$ cat config.mk
export PLATFORM = sky130hd
export DESIGN_NAME = mode_strap_and_power_gating
export DESIGN_NICKNAME = d
export VERILOG_FILES = /design/src/rtl/mode_strap_pkg.sv /design/src/rtl/mode_strap_and_power_gating.sv /design/src/rtl/pin_sync.sv
export SDC_FILE = /design/constraint.sdc
export NUM_CORES = 1
export LEC_CHECK = 0
export BUFFER_PORTS_ARGS = -buffer_cell sky130_fd_sc_hd__buf_2
export CAP_MARGIN = 20
export CORE_MARGIN = 5
export CORE_UTILIZATION = 51
export CTS_CLUSTER_SIZE = 14
export DETAILED_ROUTE_END_ITERATION = 8
export PLACE_DENSITY = 0.93
export SETUP_SLACK_MARGIN = 0.5
export SLEW_MARGIN = 15
export SYNTH_ARGS = -nofsm -noshare
export SYNTH_HDL_FRONTEND = slang
export SYNTH_HIERARCHICAL = 1
export SYNTH_SLANG_ARGS = --single-unit
$ cat constraint.sdc
create_clock -name mclk -period 4.3 [get_ports mclk]
set_clock_uncertainty 0.05 [all_clocks]
set_input_delay 0 -clock mclk [delete_from_list [all_inputs] [get_ports mclk]]
set_output_delay 0 -clock mclk [all_outputs]
set_load 0.1 [all_outputs]
$ cat src/rtl/mode_strap_pkg.sv
package mode_strap_pkg;

  // ---------------------------------------------------------------
  // register port
  // ---------------------------------------------------------------
  localparam int unsigned ADDR_W = 8;                // register address width
  localparam int unsigned DATA_W = 32;               // register data width
  localparam logic [7:0]  REG_STATUS     = 8'h00;    // read-only configuration view
  localparam logic [7:0]  REG_SERIAL_CFG = 8'h04;    // serial-port configuration

  // status word bit positions
  localparam int unsigned ST_VALID_BIT    = 0;       // straps captured
  localparam int unsigned ST_SERIAL_BIT   = 1;       // serial port enabled
  localparam int unsigned ST_MODE_LSB     = 2;       // bus mode, 2 bits
  localparam int unsigned ST_RATE_LSB     = 4;       // rate code, 2 bits
  localparam int unsigned ST_UNDEF_BIT    = 6;       // rate code undefined
  localparam int unsigned ST_CONFLICT_BIT = 7;       // 1x with interleaved bus
  localparam int unsigned ST_ECONOMY_BIT  = 8;       // adc low-power mode
  localparam int unsigned ST_RX_SLEEP_BIT = 9;       // live receive sleep
  localparam int unsigned ST_TX_SLEEP_BIT = 10;      // live transmit sleep
  localparam int unsigned ST_DIR_BIT      = 11;      // live direction select

  // serial configuration field layout
  localparam int unsigned SCFG_FD_BIT     = 0;       // full duplex
  localparam int unsigned SCFG_NARROW_BIT = 1;       // narrow half duplex
  localparam int unsigned SCFG_RATE_LSB   = 2;       // rate code, 2 bits
  localparam logic [3:0]  SCFG_RESET      = 4'h0;    // reset value

  // ---------------------------------------------------------------
  // rate codes and timing
  // ---------------------------------------------------------------
  localparam logic [1:0] RATE_1X    = 2'h0;          // no interpolation
  localparam logic [1:0] RATE_2X    = 2'h1;          // 2x interpolation and pll
  localparam logic [1:0] RATE_4X    = 2'h2;          // 4x interpolation and pll
  localparam logic [1:0] RATE_UNDEF = 2'h3;          // undefined code
  localparam logic [1:0] STRAP_SETTLE_CYC = 2'h2;    // pin synchroniser depth

  // ---------------------------------------------------------------
  // types
  // ---------------------------------------------------------------
  typedef enum logic [1:0] {
    half_duplex_wide,
    half_duplex_narrow,
    full_duplex_mode
  } bus_mode_e;

  typedef enum logic [1:0] {
    st_settle,
    st_capture,
    st_run
  } load_e;

  // pins as seen after the synchroniser
  typedef struct packed {
    logic serial_select;                             // serial port enable strap
    logic duplex_strap;                              // from serial output pin
    logic width_strap;                               // from flex pin b
    logic rate_strap_high;                           // from serial data pin
    logic rate_strap_low;                            // from serial clock pin
    logic adc_economy_strap;                         // adc power strap
    logic rx_sleep;                                  // live receive sleep
    logic tx_sleep;                                  // live transmit sleep
    logic dir_tx;                                    // live direction select
  } pins_s;

  // captured configuration
  typedef struct packed {
    logic      valid;                                // capture done
    logic      serial_enable;                        // serial port in use
    bus_mode_e mode;                                 // strap bus mode
    logic [1:0] rate;                                // strap rate code
    logic      adc_economy;                          // adc low power
  } config_s;

  // clock gates, bias enables and bus direction
  typedef struct packed {
    logic adc_clk_en;
    logic rx_dig_clk_en;
    logic rx_bias_en;
    logic dac_clk_en;
    logic tx_dig_clk_en;
    logic tx_bias_en;
    logic pll_en;
    logic upper_bus_oe;
    logic lower_bus_oe;
  } gate_s;

endpackage

$ cat src/rtl/mode_strap_and_power_gating.sv
`timescale 1ns/100ps

// Overview of operation
// - capture straps at reset release; port select skips mode and rate straps
// - sleep and direction pins act live
// - rx sleep stops adc, rx clocks, bias
// - tx sleep stops dac, tx clocks; pll runs
// - direction acts only in half duplex
// - direction low: tx clock off, bus out
// - direction high: rx clocks off, bus in
// - direction gates digital clocks only
// - economy strap selects adc low power
// - serial select strap picks port or straps
// - duplex strap: low half, high full
// - width strap: low wide, high narrow
// - rate straps set interpolation and pll
module mode_strap_and_power_gating (
  input  wire logic                                 mclk,
  input  wire logic                                 rst_b,
  // strap and control pins
  input  wire logic                                 serial_select_pin,
  input  wire logic                                 serial_output_pin,
  input  wire logic                                 serial_data_pin,
  input  wire logic                                 serial_clock_pin,
  input  wire logic                                 flex_pin_a,
  input  wire logic                                 flex_pin_b,
  input  wire logic                                 adc_economy_strap,
  input  wire logic                                 rx_sleep_pin,
  input  wire logic                                 tx_sleep_pin,
  // register port
  input  wire logic [mode_strap_pkg::ADDR_W-1:0]    reg_addr,
  input  wire logic [mode_strap_pkg::DATA_W-1:0]    reg_wdata,
  input  wire logic                                 reg_wr,
  input  wire logic                                 reg_rd,
  output logic      [mode_strap_pkg::DATA_W-1:0]    reg_rdata,
  // configuration and gating
  output mode_strap_pkg::config_s                   cfg,
  output mode_strap_pkg::bus_mode_e                 bus_mode,
  output logic      [1:0]                           rate_code,
  output logic                                      rate_undefined,
  output logic                                      adc_low_power,
  output mode_strap_pkg::gate_s                     gates
);

  // ---------------------------------------------------------------
  // state
  // ---------------------------------------------------------------
  typedef struct packed {
    mode_strap_pkg::load_e   load;                   // capture sequence
    logic [1:0]              settle;                 // settle counter
    mode_strap_pkg::config_s cfg;                    // captured straps
    logic [3:0]              scfg;                   // serial configuration
    mode_strap_pkg::gate_s   gates;                  // registered gates
    mode_strap_pkg::bus_mode_e mode;                 // effective mode
    logic [1:0]              rate;                   // effective rate
    logic                    undef;                  // undefined rate
    logic                    conflict;               // 1x on interleaved bus
    logic [mode_strap_pkg::DATA_W-1:0] rdata;        // read data
  } state_s;

  state_s                  cur_q;                    // registered state
  state_s                  nxt_d;                    // next state
  logic [1:0]              rst_pipe_q;               // reset release flops
  logic                    rst_sync_b;               // synchronised reset
  mode_strap_pkg::pins_s   pins;                     // synchronised pins
  mode_strap_pkg::bus_mode_e eff_mode;               // mode now in force
  logic [1:0]              eff_rate;                 // rate now in force
  logic                    half_duplex;              // half duplex active
  logic                    run;                      // configuration valid
  logic [mode_strap_pkg::DATA_W-1:0] status_word;    // status read value

  // ---------------------------------------------------------------
  // reset release
  // ---------------------------------------------------------------
  // assert at once, release after two edges
  always_ff @(posedge mclk or negedge rst_b) begin
    if (!rst_b) begin
      rst_pipe_q <= 2'h0;
    end else begin
      rst_pipe_q <= {rst_pipe_q[0], 1'b1};
    end
  end

  assign rst_sync_b = rst_pipe_q[1];

  // ---------------------------------------------------------------
  // pin synchroniser
  // ---------------------------------------------------------------
  // all pins are asynchronous to mclk
  pin_sync #(
    .WIDTH ($bits(mode_strap_pkg::pins_s))
  ) u_pin_sync (
    .mclk    (mclk),
    .rst_b   (rst_sync_b),
    .pin_in  ({serial_select_pin,
               serial_output_pin,
               flex_pin_b,
               serial_data_pin,
               serial_clock_pin,
               adc_economy_strap,
               rx_sleep_pin,
               tx_sleep_pin,
               flex_pin_a}),
    .pin_out (pins)
  );

  // ---------------------------------------------------------------
  // effective configuration
  // ---------------------------------------------------------------
  // serial port chooses register fields, else straps
  always_comb begin
    if (cur_q.cfg.serial_enable) begin
      if (cur_q.scfg[mode_strap_pkg::SCFG_FD_BIT]) begin
        eff_mode = mode_strap_pkg::full_duplex_mode;
      end else if (cur_q.scfg[mode_strap_pkg::SCFG_NARROW_BIT]) begin
        eff_mode = mode_strap_pkg::half_duplex_narrow;
      end else begin
        eff_mode = mode_strap_pkg::half_duplex_wide;
      end
      eff_rate = cur_q.scfg[mode_strap_pkg::SCFG_RATE_LSB +: 2];
    end else begin
      eff_mode = cur_q.cfg.mode;
      eff_rate = cur_q.cfg.rate;
    end
  end

  assign half_duplex = (eff_mode != mode_strap_pkg::full_duplex_mode);
  assign run         = cur_q.cfg.valid;

  // ---------------------------------------------------------------
  // status view
  // ---------------------------------------------------------------
  // assembled from captured and live state
  always_comb begin
    status_word = '0;
    status_word[mode_strap_pkg::ST_VALID_BIT]    = cur_q.cfg.valid;
    status_word[mode_strap_pkg::ST_SERIAL_BIT]   = cur_q.cfg.serial_enable;
    status_word[mode_strap_pkg::ST_MODE_LSB +: 2] = cur_q.mode;
    status_word[mode_strap_pkg::ST_RATE_LSB +: 2] = cur_q.rate;
    status_word[mode_strap_pkg::ST_UNDEF_BIT]    = cur_q.undef;
    status_word[mode_strap_pkg::ST_CONFLICT_BIT] = cur_q.conflict;
    status_word[mode_strap_pkg::ST_ECONOMY_BIT]  = cur_q.cfg.adc_economy;
    status_word[mode_strap_pkg::ST_RX_SLEEP_BIT] = pins.rx_sleep;
    status_word[mode_strap_pkg::ST_TX_SLEEP_BIT] = pins.tx_sleep;
    status_word[mode_strap_pkg::ST_DIR_BIT]      = pins.dir_tx;
  end

  // ---------------------------------------------------------------
  // next state
  // ---------------------------------------------------------------
  always_comb begin
    nxt_d       = cur_q;
    nxt_d.rdata = '0;

    // capture sequence
    case (cur_q.load)
      // let synchronised straps settle after release
      mode_strap_pkg::st_settle: begin
        if (cur_q.settle == mode_strap_pkg::STRAP_SETTLE_CYC - 2'h1) begin
          nxt_d.load = mode_strap_pkg::st_capture;
        end else begin
          nxt_d.settle = cur_q.settle + 2'h1;
        end
      end
      // one-shot capture of select and economy straps, and of mode and rate straps unless the port is selected
      mode_strap_pkg::st_capture: begin
        nxt_d.cfg.valid         = 1'b1;
        nxt_d.cfg.serial_enable = pins.serial_select;
        nxt_d.cfg.adc_economy   = pins.adc_economy_strap;
        if (pins.serial_select) begin
          // port active: mode and rate straps ignored
          nxt_d.cfg.mode = mode_strap_pkg::half_duplex_wide;
          nxt_d.cfg.rate = mode_strap_pkg::RATE_1X;
        end else begin
          if (pins.duplex_strap) begin
            nxt_d.cfg.mode = mode_strap_pkg::full_duplex_mode;
          end else if (pins.width_strap) begin
            nxt_d.cfg.mode = mode_strap_pkg::half_duplex_narrow;
          end else begin
            nxt_d.cfg.mode = mode_strap_pkg::half_duplex_wide;
          end
          nxt_d.cfg.rate = {pins.rate_strap_high,
                            pins.rate_strap_low};
        end
        nxt_d.load = mode_strap_pkg::st_run;
      end
      // configuration frozen until the next reset
      mode_strap_pkg::st_run: begin
        nxt_d.load = mode_strap_pkg::st_run;
      end
      // recover by capturing again
      default: begin
        nxt_d.load   = mode_strap_pkg::st_settle;
        nxt_d.settle = 2'h0;
      end
    endcase

    // serial configuration write, only once port is live
    if (reg_wr && reg_addr == mode_strap_pkg::REG_SERIAL_CFG &&
        cur_q.cfg.serial_enable) begin
      nxt_d.scfg = reg_wdata[3:0];
    end

    // register read, answered next cycle
    if (reg_rd) begin
      case (reg_addr)
        mode_strap_pkg::REG_STATUS: begin
          nxt_d.rdata = status_word;
        end
        mode_strap_pkg::REG_SERIAL_CFG: begin
          nxt_d.rdata = {{(mode_strap_pkg::DATA_W-4){1'b0}}, cur_q.scfg};
        end
        // unmapped reads return zero
        default: begin
          nxt_d.rdata = '0;
        end
      endcase
    end

    // effective mode and rate, registered
    nxt_d.mode  = eff_mode;
    nxt_d.rate  = eff_rate;
    nxt_d.undef = run && (eff_rate == mode_strap_pkg::RATE_UNDEF);
    // 1x on an interleaved bus sets the conflict flag
    nxt_d.conflict = run && (eff_rate == mode_strap_pkg::RATE_1X) &&
                     (eff_mode != mode_strap_pkg::half_duplex_wide);

    // receive side: sleep stops adc, clocks, bias
    nxt_d.gates.adc_clk_en    = run && !pins.rx_sleep;
    nxt_d.gates.rx_bias_en    = !pins.rx_sleep;
    nxt_d.gates.rx_dig_clk_en = run && !pins.rx_sleep &&
                                !(half_duplex && pins.dir_tx);

    // transmit side: sleep stops dac and clocks
    nxt_d.gates.dac_clk_en    = run && !pins.tx_sleep &&
                                !nxt_d.undef;
    nxt_d.gates.tx_bias_en    = !pins.tx_sleep;
    nxt_d.gates.tx_dig_clk_en = run && !pins.tx_sleep && !nxt_d.undef &&
                                !(half_duplex && !pins.dir_tx);

    // pll kept alive through transmit sleep
    nxt_d.gates.pll_en = run && !nxt_d.undef;

    // data bus direction
    if (!run) begin
      // bus stays in input state before capture
      nxt_d.gates.upper_bus_oe = 1'b0;
      nxt_d.gates.lower_bus_oe = 1'b0;
    end else if (!half_duplex) begin
      // full duplex: lower bus carries receive data
      nxt_d.gates.upper_bus_oe = 1'b0;
      nxt_d.gates.lower_bus_oe = !pins.rx_sleep;
    end else if (pins.dir_tx) begin
      // transmit direction: bus is high-impedance input
      nxt_d.gates.upper_bus_oe = 1'b0;
      nxt_d.gates.lower_bus_oe = 1'b0;
    end else begin
      // receive direction: drive out, or three-state in sleep
      nxt_d.gates.lower_bus_oe = !pins.rx_sleep;
      nxt_d.gates.upper_bus_oe = !pins.rx_sleep &&
        (eff_mode == mode_strap_pkg::half_duplex_wide);
    end
  end

  // ---------------------------------------------------------------
  // state register
  // ---------------------------------------------------------------
  // reset loads constants only
  always_ff @(posedge mclk or negedge rst_sync_b) begin
    if (!rst_sync_b) begin
      cur_q.load               <= mode_strap_pkg::st_settle;
      cur_q.settle             <= 2'h0;
      cur_q.cfg.valid          <= 1'b0;
      cur_q.cfg.serial_enable  <= 1'b0;
      cur_q.cfg.mode           <= mode_strap_pkg::half_duplex_wide;
      cur_q.cfg.rate           <= mode_strap_pkg::RATE_1X;
      cur_q.cfg.adc_economy    <= 1'b0;
      cur_q.scfg               <= mode_strap_pkg::SCFG_RESET;
      cur_q.gates              <= '0;
      cur_q.mode               <= mode_strap_pkg::half_duplex_wide;
      cur_q.rate               <= mode_strap_pkg::RATE_1X;
      cur_q.undef              <= 1'b0;
      cur_q.conflict           <= 1'b0;
      cur_q.rdata              <= '0;
    end else begin
      cur_q <= nxt_d;
    end
  end

  // ---------------------------------------------------------------
  // outputs
  // ---------------------------------------------------------------
  assign reg_rdata      = cur_q.rdata;               // read data
  assign cfg            = cur_q.cfg;                 // captured straps
  assign bus_mode       = cur_q.mode;                // mode in force
  assign rate_code      = cur_q.rate;                // interpolation and pll
  assign rate_undefined = cur_q.undef;               // code 11 seen
  assign adc_low_power  = cur_q.cfg.adc_economy;
  assign gates          = cur_q.gates;               // clock and bus gates

endmodule

$ cat src/rtl/pin_sync.sv
`timescale 1ns/100ps

// ---------------------------------------------------------------
// two-stage synchroniser for asynchronous pins
// ---------------------------------------------------------------
module pin_sync #(
  parameter int unsigned WIDTH = 1
) (
  input  wire logic             mclk,
  input  wire logic             rst_b,
  input  wire logic [WIDTH-1:0] pin_in,
  output logic      [WIDTH-1:0] pin_out
);

  logic [WIDTH-1:0] meta_q;                          // first stage, read only below

  // two flops; first stage feeds only the second
  always_ff @(posedge mclk or negedge rst_b) begin
    if (!rst_b) begin
      meta_q  <= '0;
      pin_out <= '0;
    end else begin
      meta_q  <= pin_in;
      pin_out <= meta_q;
    end
  end

endmodule

==> results of run 1 <==
per-stage QoR:
step,std cells,hold WS (ps)
after floorplan,221,-345.6
after global placement,292,-265.3
after detailed placement,292,-261.6
after CTS,326,17.14
after global routing,326,18.78
final,326,38.41
where the power goes:
part | switching (uW) | internal [uW]
Combinational | 174 | 33.5
Clock | 193 | 237
Sequential | 9.80 | 603
placed cells by master (no fill, tap or decap), types with 4 or more instances in the layout:
master         synthesis  routed
clkbuf_8               0      11
conb_1                 2      21
inv_1                 13      13
and2_1                 8       8
buf_2                  1      58
dfrtp_1               62      61
nand2_1                4       4
o21ai_0                4       4
mux2i_1                6       6
nor2_1                 7       7
a21oi_1                4       4
mux2_2                 7       7
dlygate4sd3_1          0      19
nor3_1                 4       4
cells by family (layout without fill, tap and decap cells):
group	after synthesis	in the layout	synth area share (%)
adders and majority gates	3	3	1.481
and+or+nand+nor	37	37	8.885
other	2	21	0.2963
muxes	13	13	5.479
buffers and inverters	68	106	18.11
DFF	62	62	61.20
AOI/OAI and AO/OA	17	17	4.541
worst min-delay path, delay by kind of cell:
kind | cells | cell delay [ps]
multiplexers | 1 | 150
AND/OR/NAND/NOR | 2 | 130
buffers and inverters | 1 | 100
worst paths after layout:
kind / end / slack [ps] / cells past startpoint
setup / recovery: reg_rdata[0]$_DFF_PN0_ / 2530 / 6
hold / removal: cur_q[50]$_DFFE_PN0P_ / 40 / 4
setup reg to reg: gates[4]$_DFF_PN0_ / 2830 / 3
hold reg to reg: u_pin_sync/pin_out[3]$_DFF_PN0_ / 290 / 0
max in group asynchronous: reg_rdata[11]$_DFF_PN0_ / 3390 / 1
min in group asynchronous: u_pin_sync/pin_out[7]$_DFF_PN0_ / 340 / 1
area by class of cell:
cell class                 instances  area (um2)
tap                               67       83.83
fill                             384        1849
sequential                        62        1553
timing repair buffer              78       488.0
multi-input combinational         91       595.6
clock inverter                     1       5.005
clock buffer                      14       162.7
inverter                          13       48.80
sequential cells by signal, summed over array words and instances (netlist names):
signal and flops:
rate_undefined 1, u_pin_sync/pin_out 9, cur_q 9, gates 9, u_pin_sync/meta_q 9, rate_code 2, adc_low_power 1, reg_rdata 12
rst_pipe_q 2, bus_mode 2, run 1, cfg 5
routing by layer:
layer / vias to the layer above / share of wire [%]
li1: 683 / -
met5: - / 0
met2: 48 / 56
met3: 4 / 8.5
met1: 698 / 35
met4: 0 / 1.1
==> results.ini, run 1 <==
[global_route]
antenna_found_initial = 0
grt_pass1_vias = 1434
use_met3_pct = 10.65
use_met1_pct = 13.81
gr-usage-all-layers_pct = 14.85
busiest_layer = met2
grt_util_met2_pct = 24.75
grt_max_degree = 61
grt-ovfl-total = 0
grt_pass1_wl_mm = 6.686

[timing]
slew_violations = 0
finalSetupTns_ps = 0
post-route-min-period_ps = 1768
fmax_mhz = 565.5
min_period_over_period_pct = 41.13
slew_headroom_pct = 53.36
layout_setup_ws_ps = 2532
tightest_slew_ps = 699.6
finalHoldViolations = 0
rsz0062_at_grt = no
setup_viol = 0

[cts]
cts.sinks = 62
cts_setup_buffers = 0
cts.reportedPaths.clkPinSlew_ps = 60
cts_max_path_buffers = 2
cts_tree = done
cts_max_level = 3
cts-buffers-inserted = 9
cts_hold_buffers = 19
clock_latency_ps = 330
cts_resized = 0
cts-root-buf = clkbuf_8

[synth]
synthArstFlopShare_pct = 100.0
synthFlopType = dfrtp_1
yosysUniqueCellTypes = 33
synth_area_leader_cell = dfrtp_1
synth_area_per_cell_um2 = 12.55
yosys_warnings = 6
synthTopCellsByArea = dfrtp_1 (61%), buf_4 (15%), mux2_2 (3.1%), mux2i_1 (2.4%), and2_1 (2.0%)
netlist_top_cells_count = dfrtp_1 (62), buf_4 (52), inv_1 (13), and2_1 (8)
synth-edff-count = 0
synth.most_common_cell = dfrtp_1
postSynthCellCount = 202
synth_top_area_share_pct = 61.20
synth-seq-cells = 62
netlist_area_um2 = 2535
yosysSeqAreaShare_pct = 61.20

[die]
io_pins = 107
die_y_um = 80.50
die_w_um = 80.50
die_area_um2 = 6480
start_util_pct = 52.97
core_um2 = 4786
std_cell_rows = 25

[placed_design]
port_buffers = 58
dpl-instance-area_um2 = 2579
detailed_place_hpwl_mm = 2.950
gp_congestion = 0.7282
place_ws_ps = 2848

[setup_path]
cp-startpoint = reg_rd
critical-path-top-delay-family = buffers and inverters
worst-path-buf-inv = 4
cp.required_ps = 4470
cp_common_cell = dlygate4sd3_1
path_cells = dlygate4sd3_1, buf_2, nand3_1, dlygate4sd3_1, nor2_1, dlygate4sd3_1
worstSetupStartpointType = primary input
slowest_delay_ps = 620
reg2reg_from = cfg[5]$_DFFE_PN0N_
crit_type = in -> reg
cp-end-kind = flop
cpMaxStageDelayCell = dlygate4sd3_1
critPathArrivalTime_ps = 1940
crit_fanout = 4

[drt]
totalWireLength_mm = 4.231
first_pass_iters = 4
num_vias = 1433
drt_iter0_markers = 40
routedWlPerCell_um = 12.98
drc = 0
ant_nets = 0
vias_per_cell = 4.396

[finish]
diodes = 0
final_area_um2 = 2937
utilization_pct = 61.36
syn_to_final_growth_pct = 15.84
nets = 311
drive_gt1_share_pct = 32.05

[pwr]
fin_total_pwr_uw = 1250
p_leak_uw = 0.001540
power_density_nw_per_um2 = 425.6
ir_drop_uv = 360.4

[min_path]
hold_start = reg_addr[3]
hold_path_class = in -> reg

[flow_run]
cap_violations = 0

[outcome]
status = completed

Note: power is estimated with default switching activity, not from simulation.
==> run 2, diff against run 1 <==
CORE_UTILIZATION = 43   (was 51)
PLACE_DENSITY = 0.85   (was 0.93)
clock period = 1.6 ns   (was 4.3 ns; I/O delays follow)
==> results.ini, run 2 (synthesized netlist as in run 1, its figures left out) <==
[finish]
final_cell_mix = dfrtp_1 (54), buf_4 (35), buf_2 (24)  ; was dfrtp_1 (61), buf_2 (58), conb_1 (21)
final_area_um2 = 3491  ; was 2937 um2
final_common_cell = dfrtp_1  ; unchanged
ff_latch_area_um2 = 1567  ; was 1553 um2
nets = 325  ; was 311
largest_reg_flops = 12  ; unchanged
multiInputGateArea_um2 = 775.7  ; was 595.6 um2
drive_gt1_share_pct = 48.91  ; was 32.05%
diodes = 0  ; unchanged
fillers = 461  ; was 384
syn_to_final_growth_pct = 37.71  ; was 15.84%
utilization_pct = 60.03  ; was 61.36%

[timing]
finalHoldViolations = 0  ; unchanged
slew_headroom_pct = 63.09  ; was 53.36%
setup_viol = 0  ; unchanged
min_period_over_period_pct = 84.80
fmax_mhz = 737.1
layout_setup_ws_ps = 243.3  ; was 2532 ps
finalSetupTns_ps = 0  ; unchanged
post-route-min-period_ps = 1357
rsz0062_at_grt = yes  ; was no
tightest_slew_ps = 549.4  ; was 699.6 ps
slew_violations = 0  ; unchanged

[global_route]
gr-usage-all-layers_pct = 14.07  ; was 14.85%
grt_max_degree = 38  ; was 61
grt_pass1_vias = 1616  ; was 1434
grt-ovfl-total = 0  ; unchanged
antenna_found_initial = 0  ; unchanged
grt_pass1_wl_mm = 7.755  ; was 6.686 mm

[cts]
clock_latency_ps = 340  ; was 330 ps
cts-root-buf = clkbuf_8  ; unchanged
cts-buffers-inserted = 9  ; unchanged
cts_max_level = 3  ; unchanged
cts.sinks = 62  ; unchanged
cts_tree = done  ; unchanged
cts_max_path_buffers = 2  ; unchanged
cts.reportedPaths.clkPinSlew_ps = 70  ; was 60 ps

[die]
std_cell_rows = 28  ; was 25
core_um2 = 5816  ; was 4786 um2
io_pins = 107  ; unchanged
die_area_um2 = 7531  ; was 6480 um2
start_util_pct = 43.59  ; was 52.97%
die_w_um = 86.78  ; was 80.50 um
die_y_um = 86.78  ; was 80.50 um

[pwr]
fin_total_pwr_uw = 3800  ; was 1250 uW
p_leak_uw = 0.001702  ; was 0.001540 uW
ir_drop_uv = 766.3  ; was 360.4 uV
power_density_nw_per_um2 = 1088  ; was 425.6 nW/um2

[drt]
first_pass_iters = 4  ; unchanged
routedWlPerCell_um = 14.48  ; was 12.98 um
totalWireLength_mm = 5.055  ; was 4.231 mm
drt_iter0_markers = 45  ; was 40
drc = 0  ; unchanged
vias_per_cell = 4.444  ; was 4.396
num_vias = 1551  ; was 1433
ant_nets = 0  ; unchanged

[placed_design]
dpl-instance-area_um2 = 2701  ; was 2579 um2
place_ws_ps = 196.4  ; was 2848 ps
detailed_place_hpwl_mm = 3.155  ; was 2.950 mm
port_buffers = 58  ; unchanged
gp_congestion = 0.7374  ; was 0.7282

[setup_path]
r2r_slack_ps = 240  ; was 2830 ps
cp.required_ps = 1770  ; was 4470 ps
critPathArrivalTime_ps = 1530  ; was 1940 ps
reg2reg_from = cfg[5]$_DFFE_PN0N_  ; unchanged
crit_fanout = 6  ; was 4
cp-end-kind = flop  ; unchanged
worstSetupStartpointType = flop  ; was primary input
crit_type = reg -> reg  ; was in -> reg
timing.rr.end = cur_q[50]$_DFFE_PN0P_  ; was gates[4]$_DFF_PN0_
reg2reg_depth = 3  ; unchanged

[min_path]
hold_path_class = in -> reg  ; unchanged
worstHoldEndpoint = reg_rdata[1]$_DFF_PN0_  ; was cur_q[50]$_DFFE_PN0P_
hold_depth = 4  ; unchanged
hold_start = reg_addr[3]  ; unchanged

[flow_run]
cap_violations = 0  ; unchanged

[outcome]
status = completed  ; unchanged

-- run 2: changes by cell type in the layout (fill, tap and decap cells not counted), sizes merged --
cell / delta
clkbuf: -4
dlygate4sd3: -2
clkinv: +1
buf: +16
bufinv: +2
clkinvlp: +2
-- run 2: critical path: stages, from the launching register on --
cell     delay [ps]
dfrtp_2         490
and3_4          230
nand3_4         120
mux2_4          340
-- run 2: worst max path at each step --
stage | slack (ps) | start | end | depth (start not counted)
2_1_floorplan | 370 | cur_q[58]$_DFFE_PN0P_ | cur_q[61]$_DFFE_PN0P_ | 3
3_3_place_gp | 230 | cfg[5]$_DFFE_PN0N_ | cur_q[50]$_DFFE_PN0P_ | 3
3_5_place_dp | 200 | cfg[5]$_DFFE_PN0N_ | cur_q[47]$_DFFE_PN0P_ | 3
4_1_cts | 300 | cfg[5]$_DFFE_PN0N_ | cur_q[47]$_DFFE_PN0P_ | 3
5_1_grt | 210 | cfg[5]$_DFFE_PN0N_ | cur_q[50]$_DFFE_PN0P_ | 3
6_report | 240 | cfg[5]$_DFFE_PN0N_ | cur_q[50]$_DFFE_PN0P_ | 3
-- run 2: what timing repair did --
| action | CTS | global route |
|---|---|---|
| setup endpoints to repair | 52 | 29 |
| buffers inserted | 9 | 6 |
| endpoints found under the hold margin | 19 | 0 |
| pin swaps | 2 | 8 |
| hold buffers | 17 | 0 |
| resized for setup | 55 | 33 |
-- run 2: cell type report --
| cell class | instances | share of cell area (%) |
|---|---|---|
| Clock buffer | 10 | 3.943 |
| Sequential cell | 62 | 44.87 |
| Timing Repair Buffer | 92 | 22.44 |
| Tap cell | 75 | 2.688 |
| Clock inverter | 6 | 2.437 |
| Multi-Input combinational cell | 91 | 22.22 |
| Inverter | 13 | 1.398 |
-- run 2: where the power goes --
group | total, uW | internal (uW) | switching (uW)
Clock | 1510 | 912 | 596
Combinational | 619 | 148 | 471
Sequential | 1670 | 1620 | 49.8
-- run 2: per-stage QoR --
stage	instances	hold slack, ps
4_1_cts	343	-14.05
6_report	349	1.264
3_5_place_dp	301	-263.5
3_3_place_gp	301	-263.6
2_1_floorplan	221	-345.6
5_1_grt	349	17.69
-- run 2: routing by layer --
metal  GRT usage, %  up-vias  wire, um
met1          14.22      763      1810
met2          24.43       55      2705
met4          6.374        0       161
met3          6.654       17       378
li1               -      716         -
met5              0        -         0
==> run 3, diff against run 2 <==
ABC_AREA = 1   (was not set)
clock period = 1.1 ns   (was 1.6 ns; I/O delays follow)
==> results.ini, run 3 <==
[placed_design]
port_buffers = 58  ; unchanged
detailed_place_hpwl_mm = 3.600  ; was 3.155 mm
gp_congestion = 0.7830  ; was 0.7374

[cts]
cts-buffers-inserted = 9  ; unchanged
cts_hold_buffers = 13  ; was 17
cts_max_path_buffers = 2  ; unchanged
cts_max_level = 3  ; unchanged
cts-root-buf = clkbuf_8  ; unchanged
cts.reportedPaths.clkPinSlew_ps = 70  ; about the same
clock_latency_ps = 330  ; was 340 ps
cts.sinks = 62  ; unchanged
cts_tree = done  ; unchanged

[timing]
fmax_mhz = 854.5
setup_viol = 17  ; was 0
rsz0062_at_grt = yes  ; unchanged
layout_setup_ws_ps = -70.24  ; was 243.3 ps
post-route-min-period_ps = 1170
whs_ps = -117.8  ; was 1.264 ps
min_period_over_period_pct = 106.4
slew_violations = 0  ; unchanged
finalHoldViolations = 7  ; was 0

[global_route]
grt_pass1_vias = 1806  ; was 1616
grt-ovfl-total = 0  ; unchanged
gr-usage-all-layers_pct = 14.31  ; was 14.07%
antenna_found_initial = 0  ; unchanged
grt_max_degree = 29  ; was 38
grt_pass1_wl_mm = 8.197  ; was 7.755 mm

[drt]
top_layer = met4  ; unchanged
wl_met1_mm = 1.801  ; was 1.810 mm
first_pass_iters = 4  ; unchanged
vias_per_cell = 4.458  ; was 4.444
ant_nets = 0  ; unchanged
totalWireLength_mm = 5.445  ; was 5.055 mm
wl_met3_um = 373  ; was 378 um
wl_met2_mm = 3.149  ; was 2.705 mm
drt_iter0_markers = 87  ; was 45
num_vias = 1770  ; was 1551
routedWlPerCell_um = 13.72  ; was 14.48 um
drc = 0  ; unchanged

[synth]
netlist_area_um2 = 2592  ; was 2535 um2
postSynthCellCount = 238  ; was 202
yosysSeqAreaShare_pct = 59.85  ; was 61.20%
netlist_top_cells_count = dfrtp_1 (62), buf_4 (52), nand2_1 (33), inv_1 (19), nand3_1 (14)  ; was dfrtp_1 (62), buf_4 (52), inv_1 (13), and2_1 (8)
synth.most_common_cell = dfrtp_1  ; unchanged
synth_top_area_share_pct = 59.85  ; was 61.20%
synth-edff-count = 0  ; unchanged
yosys_warnings = 6  ; unchanged
synth_area_per_cell_um2 = 10.89  ; was 12.55 um2
synthFlopType = dfrtp_1  ; unchanged
synth_area_leader_cell = dfrtp_1  ; unchanged
synth-seq-cells = 62  ; unchanged
synthArstFlopShare_pct = 100.0  ; unchanged
synthTopCellsByArea = dfrtp_1 (60%), buf_4 (15%), nand2_1 (4.8%), inv_1 (2.8%), nand3_1 (2.7%)  ; was dfrtp_1 (61%), buf_4 (15%), mux2_2 (3.1%), mux2i_1 (2.4%), and2_1 (2.0%)
yosysUniqueCellTypes = 21  ; was 33

[die]
io_pins = 107  ; unchanged
die_w_um = 87.65  ; was 86.78 um
std_cell_rows = 28  ; unchanged
die_y_um = 87.65  ; was 86.78 um
core_um2 = 5886  ; was 5816 um2
die_area_um2 = 7682  ; was 7531 um2
start_util_pct = 44.05  ; was 43.59%

[setup_path]
cp.required_ps = 1050  ; was 1770 ps
cpMaxStageDelayCell = dfrtp_2  ; unchanged
critPathArrivalTime_ps = 1120  ; was 1530 ps
worstSetupStartpointType = flop  ; unchanged
crit_type = reg -> out  ; was reg -> reg
crit_fanout = 7  ; was 6
worst-path-buf-inv = 2  ; was 0
path_cells = buf_6, buf_12  ; was and3_4, nand3_4, mux2_4
slowest_delay_ps = 480  ; was 490 ps
cp-end-kind = output pin  ; was flop
critical-path-top-delay-family = flip-flops  ; unchanged

[finish]
final_cell_mix = dfrtp_1 (55), buf_12 (36), buf_2 (24)  ; was dfrtp_1 (54), buf_4 (35), buf_2 (24)
drive_gt1_share_pct = 54.04  ; was 48.91%
nets = 373  ; was 325
final_common_cell = dfrtp_1  ; unchanged
diodes = 0  ; unchanged
largest_reg_flops = 12  ; unchanged
utilization_pct = 68.26  ; was 60.03%
syn_to_final_growth_pct = 54.97  ; was 37.71%
fillers = 361  ; was 461

[pwr]
power_density_nw_per_um2 = 1369  ; was 1088 nW/um2
fin_total_pwr_uw = 5498  ; was 3800 uW
ir_drop_uv = 848.1  ; was 766.3 uV
p_leak_uw = 0.001948  ; was 0.001702 uW

[outcome]
status = finished, violations left  ; was completed
violations = hold timing, setup timing

[min_path]
hold_path_class = in -> reg  ; unchanged

[flow_run]
cap_violations = 0  ; unchanged

run 3: cell count changes in the layout (fill, tap and decap cells not counted), moves of 8 or more:
cell | before | now
nand2_2 | 0 | 16
nand2_1 | 4 | 21
and2_1 | 8 | 0
buf_12 | 4 | 36
buf_4 | 35 | 13
run 3: cell families after synthesis:
group | count (synthesis) | share of synthesized area [%]
multiplexers | 1 | 0.3861
buffers and inverters | 76 | 18.53
AND/OR/NAND/NOR | 85 | 17.42
other | 2 | 0.2897
AO/OA/AOI/OAI | 9 | 2.075
adder cells (fa/ha/maj) | 3 | 1.448
flip-flops | 62 | 59.85
run 3: metal layers:
metal  up-vias  GRT usage (%)
met5         -              0
met4         0          5.718
met3        12          4.892
met2        74          27.12
met1       855          14.11
li1        829              -
run 3: repair_timing:
action,in CTS,in global routing
buffers inserted,14,10
gates cloned,0,0
gates resized for setup,64,31
hold endpoints to repair,19,7
setup endpoints to repair,123,76
pin swaps,10,15
run 3: area by class of cell:
type	instances	area [um2]	area share (%)
clock buffer	13	158.9	3.955
clock inverter	3	42.54	1.059
inverter	24	127.6	3.177
multi-input combinational	119	789.5	19.65
sequential	62	1568	39.02
tap	75	93.84	2.336
timing repair buffer	101	1237	30.80
run 3: worst paths after layout:
| check | slack [ps] | startpoint | to | depth (start not counted) |
|---|---|---|---|---|
| hold reg to reg | 220 | rst_pipe_q[1]$_DFF_PN0_ | u_pin_sync/pin_out[4]$_DFF_PN0_ | 1 |
| setup reg to reg | -50 | cur_q[60]$_DFFE_PN0P_ | cur_q[58]$_DFFE_PN0P_ | 6 |
| hold / removal | -120 | reg_wdata[1] | cur_q[48]$_DFFE_PN0P_ | 3 |
| min in group asynchronous | -60 | rst_b | rst_pipe_q[1]$_DFF_PN0_ | 2 |
| setup / recovery | -70 | cfg[5]$_DFFE_PN0N_ | cfg[5] | 2 |
| max in group asynchronous | 570 | rst_pipe_q[1]$_DFF_PN0_ | adc_low_power$_DFFE_PN0N_ | 1 |
run 3: worst min-delay path, cell delays in order:
cell,delay [ps]
buf_2,80
nand3_1,70
nand2_1,70
run 3: power breakdown:
part	internal, uW	total, uW	switching, uW
Combinational	307	1080	773
Clock	1170	1980	817
Sequential	2360	2430	68.6
run 3: stage by stage:
step / setup TNS (ps) / hold slack [ps] / worst slack [ps] / area (um2) / instances
after floorplan: 0 / -345.6 / 27.54 / 2933 / 257
after global placement: -19.45 / -256.2 / -17.16 / 3173 / 344
after detailed placement: -283.2 / -254.6 / -91.16 / 3173 / 344
after CTS: -291.3 / -130.7 / -43.72 / 3835 / 387
after global routing: -1560 / -107.1 / -109.7 / 4018 / 397
final: -456.2 / -117.8 / -70.24 / 4018 / 397
